$ cat config.mk
export PLATFORM = sky130hd
export DESIGN_NAME = mmrd_top
export DESIGN_NICKNAME = d
export VERILOG_FILES = /design/src/mmrd_pkg.sv /design/src/mmrd_ecc_if.sv /design/src/mmrd_ecc.sv /design/src/mmrd_periph_dec.sv /design/src/mmrd_top.sv
export SDC_FILE = /design/constraint.sdc
export NUM_CORES = 1
export LEC_CHECK = 0
export ABC_AREA = 1
export BUFFER_PORTS_ARGS = -buffer_cell sky130_fd_sc_hd__buf_2
export CORE_UTILIZATION = 59
export CTS_CLUSTER_DIAMETER = 100
export DETAILED_ROUTE_END_ITERATION = 8
export PLACE_DENSITY = 0.81
export REMOVE_ABC_BUFFERS = 1
export SETUP_SLACK_MARGIN = 0.5
export SYNTH_ARGS = -nofsm -noshare
export SYNTH_HDL_FRONTEND = slang
export SYNTH_SLANG_ARGS = --single-unit
export TNS_END_PERCENT = 100
$ cat constraint.sdc
create_clock -name clock -period 6.07 [get_ports clock]
set_input_delay 0.607 -clock clock [delete_from_list [all_inputs] [get_ports clock]]
set_output_delay 0.607 -clock clock [all_outputs]
set_load 0.005 [all_outputs]
$ cat src/mmrd_pkg.sv
// package: address map, register layout, widths and states of the remap decoder
package mmrd_pkg;
	localparam int MMRD_AW = 32;
	localparam int MMRD_DW = 32;
	// post-reset map
	localparam logic [31:0] MMRD_ROM_ALIAS_END = 32'h0004_0000;
	localparam logic [31:0] MMRD_PF1_RST_BASE = 32'h0004_0000;
	localparam logic [31:0] MMRD_PF2_RST_BASE = 32'h0004_8000;
	// normal map
	localparam logic [31:0] MMRD_PF_LO_BASE = 32'h0000_0000;
	localparam logic [31:0] MMRD_PF_HI_BASE = 32'h0000_8000;
	localparam logic [31:0] MMRD_ROM_NRM_BASE = 32'h0002_0000;
	// both maps
	localparam logic [31:0] MMRD_DFL_BASE = 32'h0006_8800;
	localparam logic [31:0] MMRD_DFL_LAST = 32'h0006_8fff;
	localparam logic [31:0] MMRD_RAM_BASE = 32'h0006_9000;
	localparam logic [31:0] MMRD_RAM_LAST = 32'h0006_9fff;
	// region size codes: span is 1 kB shifted left by the code
	localparam int MMRD_SZ_W = 4;
	localparam int MMRD_SZ_LSB = 10;
	localparam logic [3:0] MMRD_SZ_MAX = 4'he;
	localparam logic [3:0] MMRD_SZ_ROM = 4'h3;
	localparam logic [3:0] MMRD_SZ_PF = 4'h5;
	localparam logic [3:0] MMRD_SZ_DFL = 4'h1;
	localparam logic [3:0] MMRD_SZ_RAM = 4'h2;
	localparam int MMRD_NREG = 5;
	localparam int MMRD_R_ROM = 0;
	localparam int MMRD_R_PF1 = 1;
	localparam int MMRD_R_PF2 = 2;
	localparam int MMRD_R_DFL = 3;
	localparam int MMRD_R_RAM = 4;
	localparam int MMRD_SIZE_W = MMRD_SZ_W * MMRD_NREG;
	localparam logic [19:0] MMRD_SIZE_RST = {MMRD_SZ_RAM, MMRD_SZ_DFL, MMRD_SZ_PF, MMRD_SZ_PF,
		MMRD_SZ_ROM};
	// memory word organisation
	localparam int MMRD_WORD_LSB = 2;
	localparam int MMRD_ROM_WW = 11;
	localparam int MMRD_PF_WW = 13;
	localparam int MMRD_DFL_WW = 9;
	localparam int MMRD_RAM_WW = 10;
	localparam int MMRD_PF_PAGE_LSB = 10;
	localparam int MMRD_PF_PAGE_W = 5;
	localparam int MMRD_DFL_PAGE_LSB = 5;
	localparam int MMRD_DFL_PAGE_W = 6;
	// decoder registers inside its own window
	localparam int MMRD_OFS_W = 8;
	localparam logic [7:0] MMRD_REG_CTL = 8'h00;
	localparam logic [7:0] MMRD_REG_SIZE = 8'h04;
	localparam logic [7:0] MMRD_REG_STAT = 8'h08;
	localparam int MMRD_CTL_REMAP = 0;
	localparam int MMRD_CTL_BANK = 1;
	localparam int MMRD_STAT_CORR = 0;
	localparam int MMRD_STAT_UNC = 1;
	// data flash check code
	localparam int MMRD_ECC_DW = 32;
	localparam int MMRD_ECC_CW = 38;
	localparam int MMRD_ECC_PW = 6;
	// peripheral windows
	localparam int MMRD_NPER = 24;
	localparam int MMRD_PER_DEC = 20;
	localparam logic [31:0] MMRD_PER_BASE [MMRD_NPER] = '{
		32'h0012_0000, 32'h0013_0000, 32'h0014_0000, 32'h0015_0000, 32'h0016_0000,
		32'h0017_0000, 32'h0018_0000, 32'h0019_0000, 32'h001a_0000, 32'h001b_0000,
		32'h001c_0000, 32'h001d_0000, 32'h001e_0000, 32'hfff7_ec00, 32'hfff7_ed00,
		32'hfff7_f000, 32'hfff7_f600, 32'hfff7_fa00, 32'hfff7_fd00, 32'hffff_fd00,
		32'hffff_fe00, 32'hffff_ff20, 32'hffff_ff40, 32'hffff_ffd0};
	localparam logic [31:0] MMRD_PER_LAST [MMRD_NPER] = '{
		32'h0012_00ff, 32'h0013_00ff, 32'h0014_00ff, 32'h0015_00ff, 32'h0016_00ff,
		32'h0017_00ff, 32'h0018_00ff, 32'h0019_00ff, 32'h001a_00ff, 32'h001b_00ff,
		32'h001c_00ff, 32'h001d_00ff, 32'h001e_00ff, 32'hfff7_ecff, 32'hfff7_edff,
		32'hfff7_f0ff, 32'hfff7_f6ff, 32'hfff7_faff, 32'hfff7_fdff, 32'hffff_fdff,
		32'hffff_feff, 32'hffff_ff37, 32'hffff_ff50, 32'hffff_ffec};
	localparam logic [23:0] MMRD_PER_DEC_BIT = 24'h10_0000;
	typedef enum logic [1:0] {
		MMRD_ST_IDLE = 2'b00,
		MMRD_ST_ACC = 2'b01
	} mmrd_acc_t;
endpackage

$ cat src/mmrd_ecc_if.sv
// interface: data flash read path between the decoder and its correction stage
interface mmrd_ecc_if;
	import mmrd_pkg::*;
	logic take;
	logic [MMRD_ECC_CW-1:0] code;
	logic [MMRD_ECC_DW-1:0] data;
	logic corr;
	logic unc;
	modport chk (input take, input code, output data, output corr, output unc);
	modport user (output take, output code, input data, input corr, input unc);
endinterface

$ cat src/mmrd_ecc.sv
// module: single-error-correcting check of data flash read words
module mmrd_ecc (
	input wire logic clock,
	input wire logic arst_n,
	input wire logic clk_en,
	mmrd_ecc_if.chk chk
);
	import mmrd_pkg::*;

	function automatic logic [MMRD_ECC_PW-1:0] mmrd_syn(input logic [MMRD_ECC_CW-1:0] c);
		logic [MMRD_ECC_PW-1:0] s;
		s = '0;
		for (int i = 1; i <= MMRD_ECC_CW; i++)
		begin
			for (int k = 0; k < MMRD_ECC_PW; k++)
			begin
				if (i[k])
					s[k] = s[k] ^ c[i-1];
			end
		end
		return s;
	endfunction

	function automatic logic [MMRD_ECC_DW-1:0] mmrd_extract(input logic [MMRD_ECC_CW-1:0] c);
		logic [MMRD_ECC_DW-1:0] d;
		int j;
		d = '0;
		j = 0;
		for (int i = 1; i <= MMRD_ECC_CW; i++)
		begin
			if ((i & (i - 1)) != 0)
			begin
				d[j] = c[i-1];
				j++;
			end
		end
		return d;
	endfunction

	localparam logic [MMRD_ECC_PW-1:0] CW_TOP = MMRD_ECC_PW'(MMRD_ECC_CW);
	localparam logic [MMRD_ECC_CW-1:0] BIT0 = MMRD_ECC_CW'(1);

	wire logic [MMRD_ECC_PW-1:0] syn = mmrd_syn(chk.code);
	wire logic single = (syn != '0) && (syn <= CW_TOP);
	wire logic [MMRD_ECC_CW-1:0] flip = single ? (BIT0 << (syn - MMRD_ECC_PW'(1))) : '0;
	wire logic [MMRD_ECC_DW-1:0] raw_data = mmrd_extract(chk.code);
	wire logic [MMRD_ECC_DW-1:0] fixed_data = mmrd_extract(chk.code ^ flip);
	logic [MMRD_ECC_DW-1:0] data_q;
	logic corr_q;
	logic unc_q;

	always_ff @(posedge clock or negedge arst_n)
	begin
		if (!arst_n)
		begin
			data_q <= '0;
			corr_q <= 1'b0;
			unc_q <= 1'b0;
		end
		else if (clk_en && chk.take)
		begin
			data_q <= fixed_data;
			corr_q <= single;
			unc_q <= syn > CW_TOP;
		end
	end

	assign chk.data = data_q;
	assign chk.corr = corr_q;
	assign chk.unc = unc_q;
endmodule

$ cat src/mmrd_periph_dec.sv
// module: fixed peripheral window decode against the system address table
module mmrd_periph_dec (
	input wire logic [mmrd_pkg::MMRD_AW-1:0] addr,
	output wire logic [mmrd_pkg::MMRD_NPER-1:0] hit
);
	import mmrd_pkg::*;

	for (genvar g = 0; g < MMRD_NPER; g++)
	begin : g_win
		assign hit[g] = (addr >= MMRD_PER_BASE[g]) && (addr <= MMRD_PER_LAST[g]);
	end
endmodule

$ cat src/mmrd_top.sv
// module: memory select unit with post-reset and normal maps and its config registers
module mmrd_top (
	input wire logic clock,
	input wire logic arst_n,
	input wire logic clk_en,
	input wire logic bus_req,
	input wire logic bus_write,
	input wire logic bus_priv,
	input wire logic [mmrd_pkg::MMRD_AW-1:0] bus_addr,
	input wire logic [mmrd_pkg::MMRD_DW-1:0] bus_wdata,
	output wire logic bus_wait,
	output wire logic [mmrd_pkg::MMRD_DW-1:0] reg_rdata,
	output wire logic reg_rvalid,
	output wire logic sel_rom,
	output wire logic sel_pf1,
	output wire logic sel_pf2,
	output wire logic sel_dfl,
	output wire logic sel_ram,
	output wire logic [mmrd_pkg::MMRD_NPER-1:0] sel_periph,
	output wire logic mem_write,
	output wire logic [mmrd_pkg::MMRD_PF_WW-1:0] mem_word,
	output wire logic [mmrd_pkg::MMRD_PF_PAGE_W-1:0] pf_page,
	output wire logic [mmrd_pkg::MMRD_DFL_PAGE_W-1:0] dfl_page,
	input wire logic [mmrd_pkg::MMRD_ECC_CW-1:0] dfl_code,
	output wire logic [mmrd_pkg::MMRD_ECC_DW-1:0] dfl_rdata,
	output wire logic dfl_rvalid,
	output wire logic map_normal,
	output wire logic map_bank
);
	import mmrd_pkg::*;

	function automatic logic [3:0] mmrd_clamp(input logic [3:0] code);
		return (code > MMRD_SZ_MAX) ? MMRD_SZ_MAX : code;
	endfunction

	function automatic logic mmrd_in(input logic [31:0] a, input logic [31:0] base,
		input logic [3:0] code);
		logic [31:0] m;
		m = {MMRD_AW{1'b1}} << (MMRD_SZ_LSB + int'(mmrd_clamp(code)));
		return (a & m) == (base & m);
	endfunction

	function automatic logic [MMRD_PF_WW-1:0] mmrd_wmask(input int w);
		return ~({MMRD_PF_WW{1'b1}} << w);
	endfunction

	mmrd_acc_t st_q;
	mmrd_acc_t st_d;
	logic remap_q;
	logic bank_q;
	logic [MMRD_SIZE_W-1:0] size_q;
	logic stat_corr_q;
	logic stat_unc_q;
	logic [MMRD_DW-1:0] rdata_q;
	logic rvalid_q;
	logic sel_rom_q;
	logic sel_pf1_q;
	logic sel_pf2_q;
	logic sel_dfl_q;
	logic sel_ram_q;
	logic [MMRD_NPER-1:0] sel_per_q;
	logic write_q;
	logic [MMRD_PF_WW-1:0] word_q;
	logic [MMRD_PF_PAGE_W-1:0] pf_page_q;
	logic [MMRD_DFL_PAGE_W-1:0] dfl_page_q;
	logic ecc_vld_q;
	logic [MMRD_DW-1:0] ctl_word;
	logic [MMRD_DW-1:0] size_word;
	logic [MMRD_DW-1:0] stat_word;
	wire logic [MMRD_NPER-1:0] per_hit;

	mmrd_ecc_if ecc_bus();

	mmrd_periph_dec u_periph (
		.addr(bus_addr),
		.hit(per_hit)
	);

	mmrd_ecc u_ecc (
		.clock(clock),
		.arst_n(arst_n),
		.clk_en(clk_en),
		.chk(ecc_bus)
	);

	// region sizes
	wire logic [3:0] sz_rom = size_q[MMRD_R_ROM*MMRD_SZ_W +: MMRD_SZ_W];
	wire logic [3:0] sz_pf1 = size_q[MMRD_R_PF1*MMRD_SZ_W +: MMRD_SZ_W];
	wire logic [3:0] sz_pf2 = size_q[MMRD_R_PF2*MMRD_SZ_W +: MMRD_SZ_W];
	wire logic [3:0] sz_dfl = size_q[MMRD_R_DFL*MMRD_SZ_W +: MMRD_SZ_W];
	wire logic [3:0] sz_ram = size_q[MMRD_R_RAM*MMRD_SZ_W +: MMRD_SZ_W];
	wire logic [3:0] sz_lo = bank_q ? sz_pf2 : sz_pf1;
	wire logic [3:0] sz_hi = bank_q ? sz_pf1 : sz_pf2;

	// region hits
	wire logic rom_rst_hit = bus_addr < MMRD_ROM_ALIAS_END;
	wire logic rom_nrm_hit = mmrd_in(bus_addr, MMRD_ROM_NRM_BASE, sz_rom);
	wire logic pf1_rst_hit = mmrd_in(bus_addr, MMRD_PF1_RST_BASE, sz_pf1);
	wire logic pf2_rst_hit = mmrd_in(bus_addr, MMRD_PF2_RST_BASE, sz_pf2);
	wire logic lo_hit = mmrd_in(bus_addr, MMRD_PF_LO_BASE, sz_lo);
	wire logic hi_hit = mmrd_in(bus_addr, MMRD_PF_HI_BASE, sz_hi) && !lo_hit;
	wire logic dfl_hit = mmrd_in(bus_addr, MMRD_DFL_BASE, sz_dfl);
	wire logic ram_hit = mmrd_in(bus_addr, MMRD_RAM_BASE, sz_ram);

	// map selection, first match wins
	wire logic rom_sel_d = remap_q ? (rom_nrm_hit && !lo_hit && !hi_hit) : rom_rst_hit;
	wire logic pf1_sel_d = remap_q ? (bank_q ? hi_hit : lo_hit)
		: (pf1_rst_hit && !rom_rst_hit);
	wire logic pf2_sel_d = remap_q ? (bank_q ? lo_hit : hi_hit)
		: (pf2_rst_hit && !rom_rst_hit && !pf1_rst_hit);
	wire logic mem_hi = rom_sel_d || pf1_sel_d || pf2_sel_d;
	wire logic dfl_sel_d = dfl_hit && !mem_hi;
	wire logic ram_sel_d = ram_hit && !mem_hi && !dfl_hit;
	wire logic mem_any = mem_hi || dfl_hit || ram_hit;
	wire logic dec_hit = per_hit[MMRD_PER_DEC] && !mem_any;
	wire logic [MMRD_NPER-1:0] per_sel_d = per_hit & ~MMRD_PER_DEC_BIT
		& {MMRD_NPER{!mem_any}};

	// memory access and word organisation
	wire logic acc = bus_req && !dec_hit;
	wire logic [MMRD_PF_WW-1:0] word_raw = bus_addr[MMRD_WORD_LSB +: MMRD_PF_WW];
	wire logic [MMRD_PF_WW-1:0] word_msk = rom_sel_d ? mmrd_wmask(MMRD_ROM_WW)
		: dfl_sel_d ? mmrd_wmask(MMRD_DFL_WW)
		: ram_sel_d ? mmrd_wmask(MMRD_RAM_WW)
		: mmrd_wmask(MMRD_PF_WW);
	wire logic [MMRD_PF_PAGE_W-1:0] pf_page_d = bus_addr[MMRD_PF_PAGE_LSB +: MMRD_PF_PAGE_W];
	wire logic [MMRD_DFL_PAGE_W-1:0] dfl_page_d =
		bus_addr[MMRD_DFL_PAGE_LSB +: MMRD_DFL_PAGE_W];
	wire logic [MMRD_ROM_WW-1:0] rom_word = bus_addr[MMRD_WORD_LSB +: MMRD_ROM_WW];

	// decoder register access
	wire logic reg_req = bus_req && dec_hit;
	wire logic reg_go = reg_req && (st_q == MMRD_ST_ACC);
	wire logic reg_wr_ok = reg_go && bus_write && bus_priv;
	wire logic [MMRD_OFS_W-1:0] ofs = bus_addr[MMRD_OFS_W-1:0];
	wire logic wr_ctl = reg_wr_ok && (ofs == MMRD_REG_CTL);
	wire logic wr_size = reg_wr_ok && (ofs == MMRD_REG_SIZE);
	wire logic wr_stat = reg_wr_ok && (ofs == MMRD_REG_STAT);
	wire logic wd_remap = bus_wdata[MMRD_CTL_REMAP];
	// firmware flips map and bank in one write; until then the ROM map holds
	wire logic remap_d = wr_ctl ? wd_remap : remap_q;
	wire logic bank_d = wr_ctl ? bus_wdata[MMRD_CTL_BANK] : bank_q;
	wire logic [MMRD_SIZE_W-1:0] size_d = wr_size ? bus_wdata[MMRD_SIZE_W-1:0] : size_q;
	wire logic corr_clr = wr_stat && bus_wdata[MMRD_STAT_CORR];
	wire logic unc_clr = wr_stat && bus_wdata[MMRD_STAT_UNC];
	// a correction event in the clearing cycle keeps the flag
	wire logic stat_corr_d = (ecc_vld_q && ecc_bus.corr) || (stat_corr_q && !corr_clr);
	wire logic stat_unc_d = (ecc_vld_q && ecc_bus.unc) || (stat_unc_q && !unc_clr);
	wire logic [MMRD_DW-1:0] rdata_d = (ofs == MMRD_REG_CTL) ? ctl_word
		: (ofs == MMRD_REG_SIZE) ? size_word
		: (ofs == MMRD_REG_STAT) ? stat_word
		: '0;

	assign bus_wait = reg_req && (st_q == MMRD_ST_IDLE);

	always_comb
	begin
		ctl_word = '0;
		ctl_word[MMRD_CTL_REMAP] = remap_q;
		ctl_word[MMRD_CTL_BANK] = bank_q;
		size_word = '0;
		size_word[MMRD_SIZE_W-1:0] = size_q;
		stat_word = '0;
		stat_word[MMRD_STAT_CORR] = stat_corr_q;
		stat_word[MMRD_STAT_UNC] = stat_unc_q;
	end

	always_comb
	begin
		st_d = st_q;
		unique case (st_q)
			MMRD_ST_IDLE:
				if (reg_req)
					st_d = MMRD_ST_ACC;
			MMRD_ST_ACC:
				st_d = MMRD_ST_IDLE;
			default:
				st_d = MMRD_ST_IDLE;
		endcase
	end

	// control registers
	always_ff @(posedge clock or negedge arst_n)
	begin
		if (!arst_n)
		begin
			st_q <= MMRD_ST_IDLE;
			remap_q <= 1'b0;
			bank_q <= 1'b0;
			size_q <= MMRD_SIZE_RST;
			stat_corr_q <= 1'b0;
			stat_unc_q <= 1'b0;
			rdata_q <= '0;
			rvalid_q <= 1'b0;
		end
		else if (clk_en)
		begin
			st_q <= st_d;
			remap_q <= remap_d;
			bank_q <= bank_d;
			size_q <= size_d;
			stat_corr_q <= stat_corr_d;
			stat_unc_q <= stat_unc_d;
			rdata_q <= (reg_go && !bus_write) ? rdata_d : rdata_q;
			rvalid_q <= reg_go && !bus_write;
		end
	end

	// registered selects
	always_ff @(posedge clock or negedge arst_n)
	begin
		if (!arst_n)
		begin
			sel_rom_q <= 1'b0;
			sel_pf1_q <= 1'b0;
			sel_pf2_q <= 1'b0;
			sel_dfl_q <= 1'b0;
			sel_ram_q <= 1'b0;
			sel_per_q <= '0;
			write_q <= 1'b0;
		end
		else if (clk_en)
		begin
			sel_rom_q <= acc && rom_sel_d;
			sel_pf1_q <= acc && pf1_sel_d;
			sel_pf2_q <= acc && pf2_sel_d;
			sel_dfl_q <= acc && dfl_sel_d;
			sel_ram_q <= acc && ram_sel_d;
			sel_per_q <= acc ? per_sel_d : '0;
			write_q <= acc && bus_write;
		end
	end

	// registered word and page indices
	always_ff @(posedge clock or negedge arst_n)
	begin
		if (!arst_n)
		begin
			word_q <= '0;
			pf_page_q <= '0;
			dfl_page_q <= '0;
			ecc_vld_q <= 1'b0;
		end
		else if (clk_en)
		begin
			word_q <= acc ? (word_raw & word_msk) : word_q;
			pf_page_q <= acc ? pf_page_d : pf_page_q;
			dfl_page_q <= acc ? dfl_page_d : dfl_page_q;
			ecc_vld_q <= ecc_bus.take;
		end
	end

	assign ecc_bus.take = sel_dfl_q && !write_q;
	assign ecc_bus.code = dfl_code;
	assign dfl_rdata = ecc_bus.data;
	assign dfl_rvalid = ecc_vld_q;
	assign reg_rdata = rdata_q;
	assign reg_rvalid = rvalid_q;
	assign sel_rom = sel_rom_q;
	assign sel_pf1 = sel_pf1_q;
	assign sel_pf2 = sel_pf2_q;
	assign sel_dfl = sel_dfl_q;
	assign sel_ram = sel_ram_q;
	assign sel_periph = sel_per_q;
	assign mem_write = write_q;
	assign mem_word = word_q;
	assign pf_page = pf_page_q;
	assign dfl_page = dfl_page_q;
	assign map_normal = remap_q;
	assign map_bank = bank_q;

	// checks
	wire logic sel_any = sel_rom_q || sel_pf1_q || sel_pf2_q || sel_dfl_q || sel_ram_q
		|| (|sel_per_q);
	wire logic dfl_blk = (bus_addr >= MMRD_DFL_BASE) && (bus_addr <= MMRD_DFL_LAST);
	wire logic gap_blk = (bus_addr > MMRD_RAM_LAST) && (bus_addr < MMRD_PER_BASE[0]);
	wire logic size_dflt = size_q == MMRD_SIZE_RST;
endmodule

==> run_results.csv, run 1 <==
group,metric,value,unit
timing,whs,0.143,ns
die,die-area,19500,µm²
layout,num-nets-final,2001,
layout,nFillCells,1633,
cts,post_cts_buffers,0,
cts,clk_latency,0.44,ns
die,die_width,140,µm
synthesis,synth.avg_cell_area,6.46,µm²
synthesis,yosys.cell_types.count,60,
synthesis,synth-edff-count,0,
worst_hold_path,worstHoldPathType,"in2async",
layout,design_area,12600,µm²
die,die_h,140,µm
drt,routed-via-count,12600,
timing,rsz0062_at_grt,"false",
power,ir_drop,0.000169,V
worst_setup_path,path_class,"reg2reg",
timing,fmax,269,MHz
power,p_per_area,218,nW/µm²
global_route,grt_pass1_wl,62.1,mm
layout,register_area,3190,µm²
cts,clock_sinks,127,
drt,vias_per_cell,5.94,
drt,drtIter0Drc,1296,
die,start_util,61.1,%
global_route,grt_usage,41.3,%
timing,final-hold-violation-count,0,
cts,clkTransAtPathRegs,0.06,ns
cts,cts_buffers,17,
synthesis,ys_async_sr_fraction,100,%
worst_setup_path,critPathMaxFanout,17,
drt,ant_nets,0,
place,placed_cell_area,12000,µm²
timing,setup_violations,0,
synthesis,ys_ff_latch,127,
global_route,antenna_found_initial,0,
drt,first_pass_iters,7,
worst_setup_path,required,6.43,ns
cts,cts_tree,"done",
synthesis,synth_cells,1727,
global_route,overflow,0,
cts,cts_resized,0,
cts,holdBufCountCts,0,
timing,tns,0,ns
cts,cts_root_buf,"clkbuf_16",
worst_setup_path,critPathLaunchType,"flip-flop",
drt,drc,0,
drt,wl,39.6,mm
job,drv_cap,0,
synthesis,synth_area,11200,µm²
global_route,grt_max_degree,67,
global_route,grt_pass1_vias,11800,
place,dp_hpwl,29.4,mm
timing,min_period_over_period,61.1,%
layout,diodes,0,
synthesis,synth-seq-area-share,28.6,%
power,finalPower,2.75,mW
outcome,status,"completed",
worst_setup_path,reg2reg_slack,2.36,ns
layout,multi_input_area,6780,µm²
synthesis,yosysWarnings,0,
die,num_rows,49,
power,power_leakage,6.48,nW
synthesis,ys.flop_type,"dfrtp_1",
die,core_area,18300,µm²
timing,drv_slew,0,
timing,slew_headroom,41.8,%
die,ios,231,
timing,period_minus_slack,3.71,ns
place,place.gp.congestion,1.02,
layout,area_delta_synth_final,13.0,%
worst_setup_path,end_kind,"flip-flop",
worst_setup_path,rr_worst_depth,21,
drt,wire_per_inst,18.8,µm
layout,postLayoutCoreUtil,69.0,%
layout,drive_gt1_share,16.8,%
timing,worstMarginPinSlew,0.873,ns
cts,clockBufferDepth,2,
cts,cts_max_level,4,
worst_setup_path,cp.arrival,4.07,ns
timing,finalClockSkew,0.0120,ns
place,io_buffer_count,205,
-- synthesized netlist by cell type, drive strengths merged, types with 31 or more instances --
master | number | area (µm²)
a21oi | 96 | 492
buf | 58 | 390
clkbuf | 40 | 153
dfrtp | 119 | 2980
inv | 182 | 688
nand2 | 493 | 1920
nand3 | 114 | 591
nand4 | 63 | 394
nor2 | 189 | 769
nor3 | 36 | 185
o21ai | 129 | 664
xnor2 | 39 | 357
xor2 | 31 | 279
-- critical path: stages (launching register included) --
cell	delay (ns)
dfrtp_1	0.85
inv_4	0.18
nand2_1	0.11
nand2_1	0.14
ha_1	0.28
inv_1	0.08
nand3_1	0.09
nand2_1	0.31
nand4_1	0.18
o21ai_1	0.16
nand2_1	0.06
nor2_1	0.08
nand2_1	0.09
nor2_2	0.10
nand3_1	0.10
nand3_1	0.11
nand2_1	0.13
nor2_4	0.15
nand2_2	0.09
inv_4	0.11
nand2_4	0.07
o21ai_1	0.13
-- placed cells by master, fill, tap and decap left out, types with 4 or more instances in the layout --
master | Yosys | layout
inv_8 | 0 | 4
inv_1 | 167 | 167
nor3_1 | 35 | 34
nand3b_1 | 5 | 5
nor2_1 | 180 | 180
clkbuf_16 | 0 | 17
xnor2_1 | 37 | 37
inv_2 | 13 | 13
nand4_1 | 63 | 63
a21oi_1 | 95 | 95
nand3_1 | 110 | 110
nor4_1 | 14 | 14
ha_1 | 23 | 23
o211ai_1 | 10 | 10
dfstp_2 | 8 | 8
buf_2 | 27 | 204
o311ai_0 | 4 | 4
o31ai_1 | 18 | 18
o2111ai_1 | 5 | 5
o21ai_1 | 8 | 8
nand2_2 | 17 | 17
xor2_1 | 30 | 30
a31oi_1 | 7 | 7
nand2_1 | 473 | 473
o21ai_2 | 5 | 5
dfrtp_1 | 119 | 119
nand3_2 | 4 | 4
or2_2 | 5 | 5
or2_1 | 4 | 4
buf_4 | 25 | 5
o22ai_1 | 6 | 6
nor2_2 | 5 | 5
o21ai_0 | 116 | 116
conb_1 | 1 | 13
-- flip-flops by register name, indices dropped and copies added (netlist names) --
signal          cells
sel_pf2             1
reg_rdata          20
sel_pf1             1
map_bank            1
map_normal          1
reg_rvalid          1
mem_word           13
sel_periph         23
mem_write           1
sel_rom             1
u_ecc.chk.data     32
stat_unc_q          1
stat_corr_q         1
st_q                1
u_ecc.chk.unc       1
sel_ram             1
pf_page             4
size_q             20
sel_dfl             1
u_ecc.chk.corr      1
dfl_rvalid          1
-- where the power goes --
group | leakage, nW | internal (mW) | switching [mW]
sequential | 1.58 | 0.903 | 0.0325
clock | 0.285 | 0.590 | 0.456
combinational | 4.61 | 0.230 | 0.537
total | 6.48 | 1.72 | 1.03
-- metal layers --
layer	track usage (%)	share of wire (%)	wire length, µm	vias up
li1	-	-	-	5942
met1	49.8	39	15300	5660
met2	66.8	44	17600	746
met3	9.19	10	3990	202
met4	26.7	6.8	2700	0
met5	0	0	0	-
-- cells by family after synthesis --
family / synth area share [%]
simple gates: 37.0
compound gates: 14.8
fa+ha+maj: 2.58
xor+xnor: 5.70
mux: 0.179
flops: 28.6
other cells: 0.0336
buf+inv: 11.1
-- stage by stage --
step / cells / setup WS (ns)
after floorplan: 1641 / 0.943
after global placement: 2080 / 2.50
after detailed placement: 2080 / 2.46
after CTS: 2112 / 2.43
after global routing: 2112 / 2.03
final: 2112 / 2.36
-- final cells by class --
cell class	count	area share [%]
tap	229	2.27
timing repair buffer	210	8.49
inverter	185	5.55
sequential	127	25.3
clock inverter	14	1.17
multi-input combinational	1329	53.7
clock buffer	18	3.48
-- path summary, 6_finish.rpt --
check	startpoint	end
hold / removal	arst_n	reg_rdata[7]
setup reg to reg	map_bank	sel_periph[2]
min in group clock	bus_wdata[2]	size_q[2]
setup / recovery	map_bank	sel_periph[2]
max in group asynchronous	arst_n	u_ecc.chk.unc
hold reg to reg	sel_periph[13]	sel_periph[13]
(Power assumes the default switching activity.)
==> run 2: changes to the inputs <==
- CORE_UTILIZATION: 59 -> 51
- PLACE_DENSITY: 0.81 -> 0.74
- clock period: 6.07 -> 3.1 ns (I/O delays scaled with it)
==> run 2 against run 1 <==
  * Final cell count is 6.8% higher
  * Cell area is 11% higher
  * Routed wire length increased by 11%
  * Die area up 15%
  * Worst hold slack lost 0.044 ns
  * Maximum frequency is 29% higher
  * Combinational power increased by 100%
  * Critical path type unchanged
==> run_results.csv, run 2 (synthesis results as in run 1) <==
group,metric,value,unit
global_route,grt_max_degree,68,
timing,drv_slew,0,
global_route,antenna_found_initial,0,
die,start_util,52.6,%
layout,largest_register_ffs,32,
drt,ant_nets,0,
timing,setup_violations,0,
layout,num-nets-final,2097,
timing,worst_slack,0.221,ns
timing,whs,0.0988,ns
drt,wire_per_inst,19.4,µm
die,die_h,150,µm
cts,clockBufferDepth,2,
worst_setup_path,slowest_stage,"dfrtp_2",
power,power_leakage,7.01,nW
worst_hold_path,min_delay_worst_endpoint,"size_q[10]",
worst_hold_path,min_path_cells,3,
power,finalPower,5.38,mW
job,drv_cap,0,
worst_setup_path,rr_worst_depth,22,
worst_setup_path,cp.arrival,3.25,ns
worst_setup_path,r2r-end,"sel_ram",
global_route,grt_usage,39.1,%
worst_setup_path,path_class,"reg2reg",
drt,drtIter0Drc,1563,
die,die-area,22500,µm²
drt,routed-via-count,13200,
timing,final-hold-violation-count,0,
global_route,overflow,0,
layout,final_cell_mix,"nand2_1, buf_2, nor2_1",
cts,clk_latency,0.44,ns
worst_setup_path,end_kind,"flip-flop",
layout,final_common_cell,"nand2_1",
drt,drc,0,
timing,slew_headroom,51.4,%
power,p_per_area,384,nW/µm²
die,ios,231,
drt,vias_per_cell,5.84,
worst_hold_path,hp-start,"bus_wdata[10]",
worst_setup_path,reg2reg_slack,0.22,ns
worst_setup_path,critPathBufInv,3,
drt,first_pass_iters,7,
worst_setup_path,crit_chain,"inv_4, buf_6, nand2_2, nand2_4, ha_4, nand3_2, nand2_8, nand2_4, nor2_4, o21ai_1, and2_1, nand2_1, nor2_4, nand3_1, nand2_1, nand3_2, nand2_4, nor2_4, nand2_4, inv_6, nand4_1, nand2_1",
worst_setup_path,critPathLaunchType,"flip-flop",
place,place.gp.congestion,1.02,
cts,cts_buffers,17,
timing,fmax,347,MHz
cts,cts_max_level,4,
timing,min_period_over_period,92.9,%
die,num_rows,53,
layout,postLayoutCoreUtil,65.9,%
outcome,status,"completed",
cts,cts_tree,"done",
timing,worstMarginPinSlew,0.729,ns
global_route,grt_pass1_vias,12300,
timing,rsz0062_at_grt,"true",
die,core_area,21200,µm²
place,dp_hpwl,32.2,mm
cts,clkTransAtPathRegs,0.07,ns
die,die_width,150,µm
cts,cts_root_buf,"clkbuf_16",
worst_hold_path,worstHoldPathType,"in2reg",
worst_setup_path,cp_top_family,"simple AND/OR/NAND/NOR gates",
worst_setup_path,required,3.47,ns
drt,wl,43.8,mm
layout,area_delta_synth_final,25.4,%
place,dp_slack,0.0455,ns
place,io_buffer_count,205,
timing,finalClockSkew,0.0136,ns
power,ir_drop,0.000330,V
layout,nFillCells,1977,
layout,drive_gt1_share,25.7,%
timing,period_minus_slack,2.88,ns
worst_setup_path,r2r_start,"map_bank",
worst_setup_path,critPathMaxFanout,8,
worst_setup_path,crit_top_cell,"nand2_4",
worst_setup_path,cp_slowest_stage_delay,0.51,ns
global_route,grt_pass1_wl,66.5,mm
cts,clock_sinks,127,
[run 2: cell types whose count changed in the layout (fill, tap and decap cells not counted), moves of 12 or more]
| cell | delta |
|---|---|
| nand3_2 | +13 |
| nor2_1 | -12 |
| ha_1 | -12 |
| nand2_4 | +14 |
| o21ai_0 | -13 |
| nand2_1 | -26 |
| buf_4 | +79 |
| nand3_1 | -16 |
[run 2: layer usage]
metal / wire length (µm) / vias up / global-route usage, %
met3: 5150 / 204 / 9.48
li1: - / 6125 / -
met4: 2430 / 0 / 21.1
met5: 0 / - / 0
met2: 19400 / 853 / 62.1
met1: 16900 / 5988 / 48.7
[run 2: layout make-up]
class	instances	area [µm²]	share of cell area [%]
antenna	1	2.50	0.0179
clock buffer	18	429	3.07
clock inverter	14	123	0.876
inverter	185	712	5.09
multi-input combinational	1329	7320	52.3
sequential	127	3190	22.8
tap	275	344	2.46
timing repair buffer	306	1880	13.4
[run 2: how the worst max path moves through the flow]
stage	from	endpoint	slack, ns	cells after the start
floorplan	clk_en	u_ecc.chk.corr	-1.73	5
global placement	map_bank	sel_periph[8]	0.10	22
detailed placement	map_bank	sel_dfl	0.05	24
CTS	size_q[6]	sel_dfl	0.33	21
global route	map_bank	sel_ram	0.06	22
finish	map_bank	sel_ram	0.22	22
[run 2: power breakdown]
group	switching, mW	leakage (nW)	internal [mW]	total (mW)
logic	1.06	5.17	0.494	1.56
clock network	0.942	0.264	1.05	1.99
registers	0.0602	1.58	1.77	1.83
total	2.06	7.01	3.31	5.38
[run 2: metrics by stage]
step,area [µm²],TNS (ns),std cells
2_1_floorplan,10700,-49.20,1641
3_3_place_gp,12700,0,2202
3_5_place_dp,12700,0,2202
4_1_cts,13800,0,2248
5_1_grt,14000,0,2254
6_report,14000,0,2255
[run 2: what timing repair did]
| action | 4_1_cts | 5_1_grt |
|---|---|---|
| hold endpoints to repair | 63 | 0 |
| hold buffers | 1 | 0 |
| buffers inserted | 12 | 5 |
| resized for setup | 111 | 48 |
| cloned | 1 | 1 |
| pin swaps | 33 | 35 |
| endpoints found under the setup margin | 23 | 27 |
[run 2: worst reg2reg max path, cell delays in order, from the launching register on]
cell	delay, ns
dfrtp_2	0.51
inv_4	0.15
buf_6	0.11
nand2_2	0.06
nand2_4	0.10
ha_4	0.18
nand3_2	0.15
nand2_8	0.14
nand2_4	0.07
nor2_4	0.14
o21ai_1	0.07
and2_1	0.14
nand2_1	0.11
nor2_4	0.06
nand3_1	0.06
nand2_1	0.07
nand3_2	0.10
nand2_4	0.08
nor2_4	0.13
nand2_4	0.09
inv_6	0.09
nand4_1	0.10
nand2_1	0.11
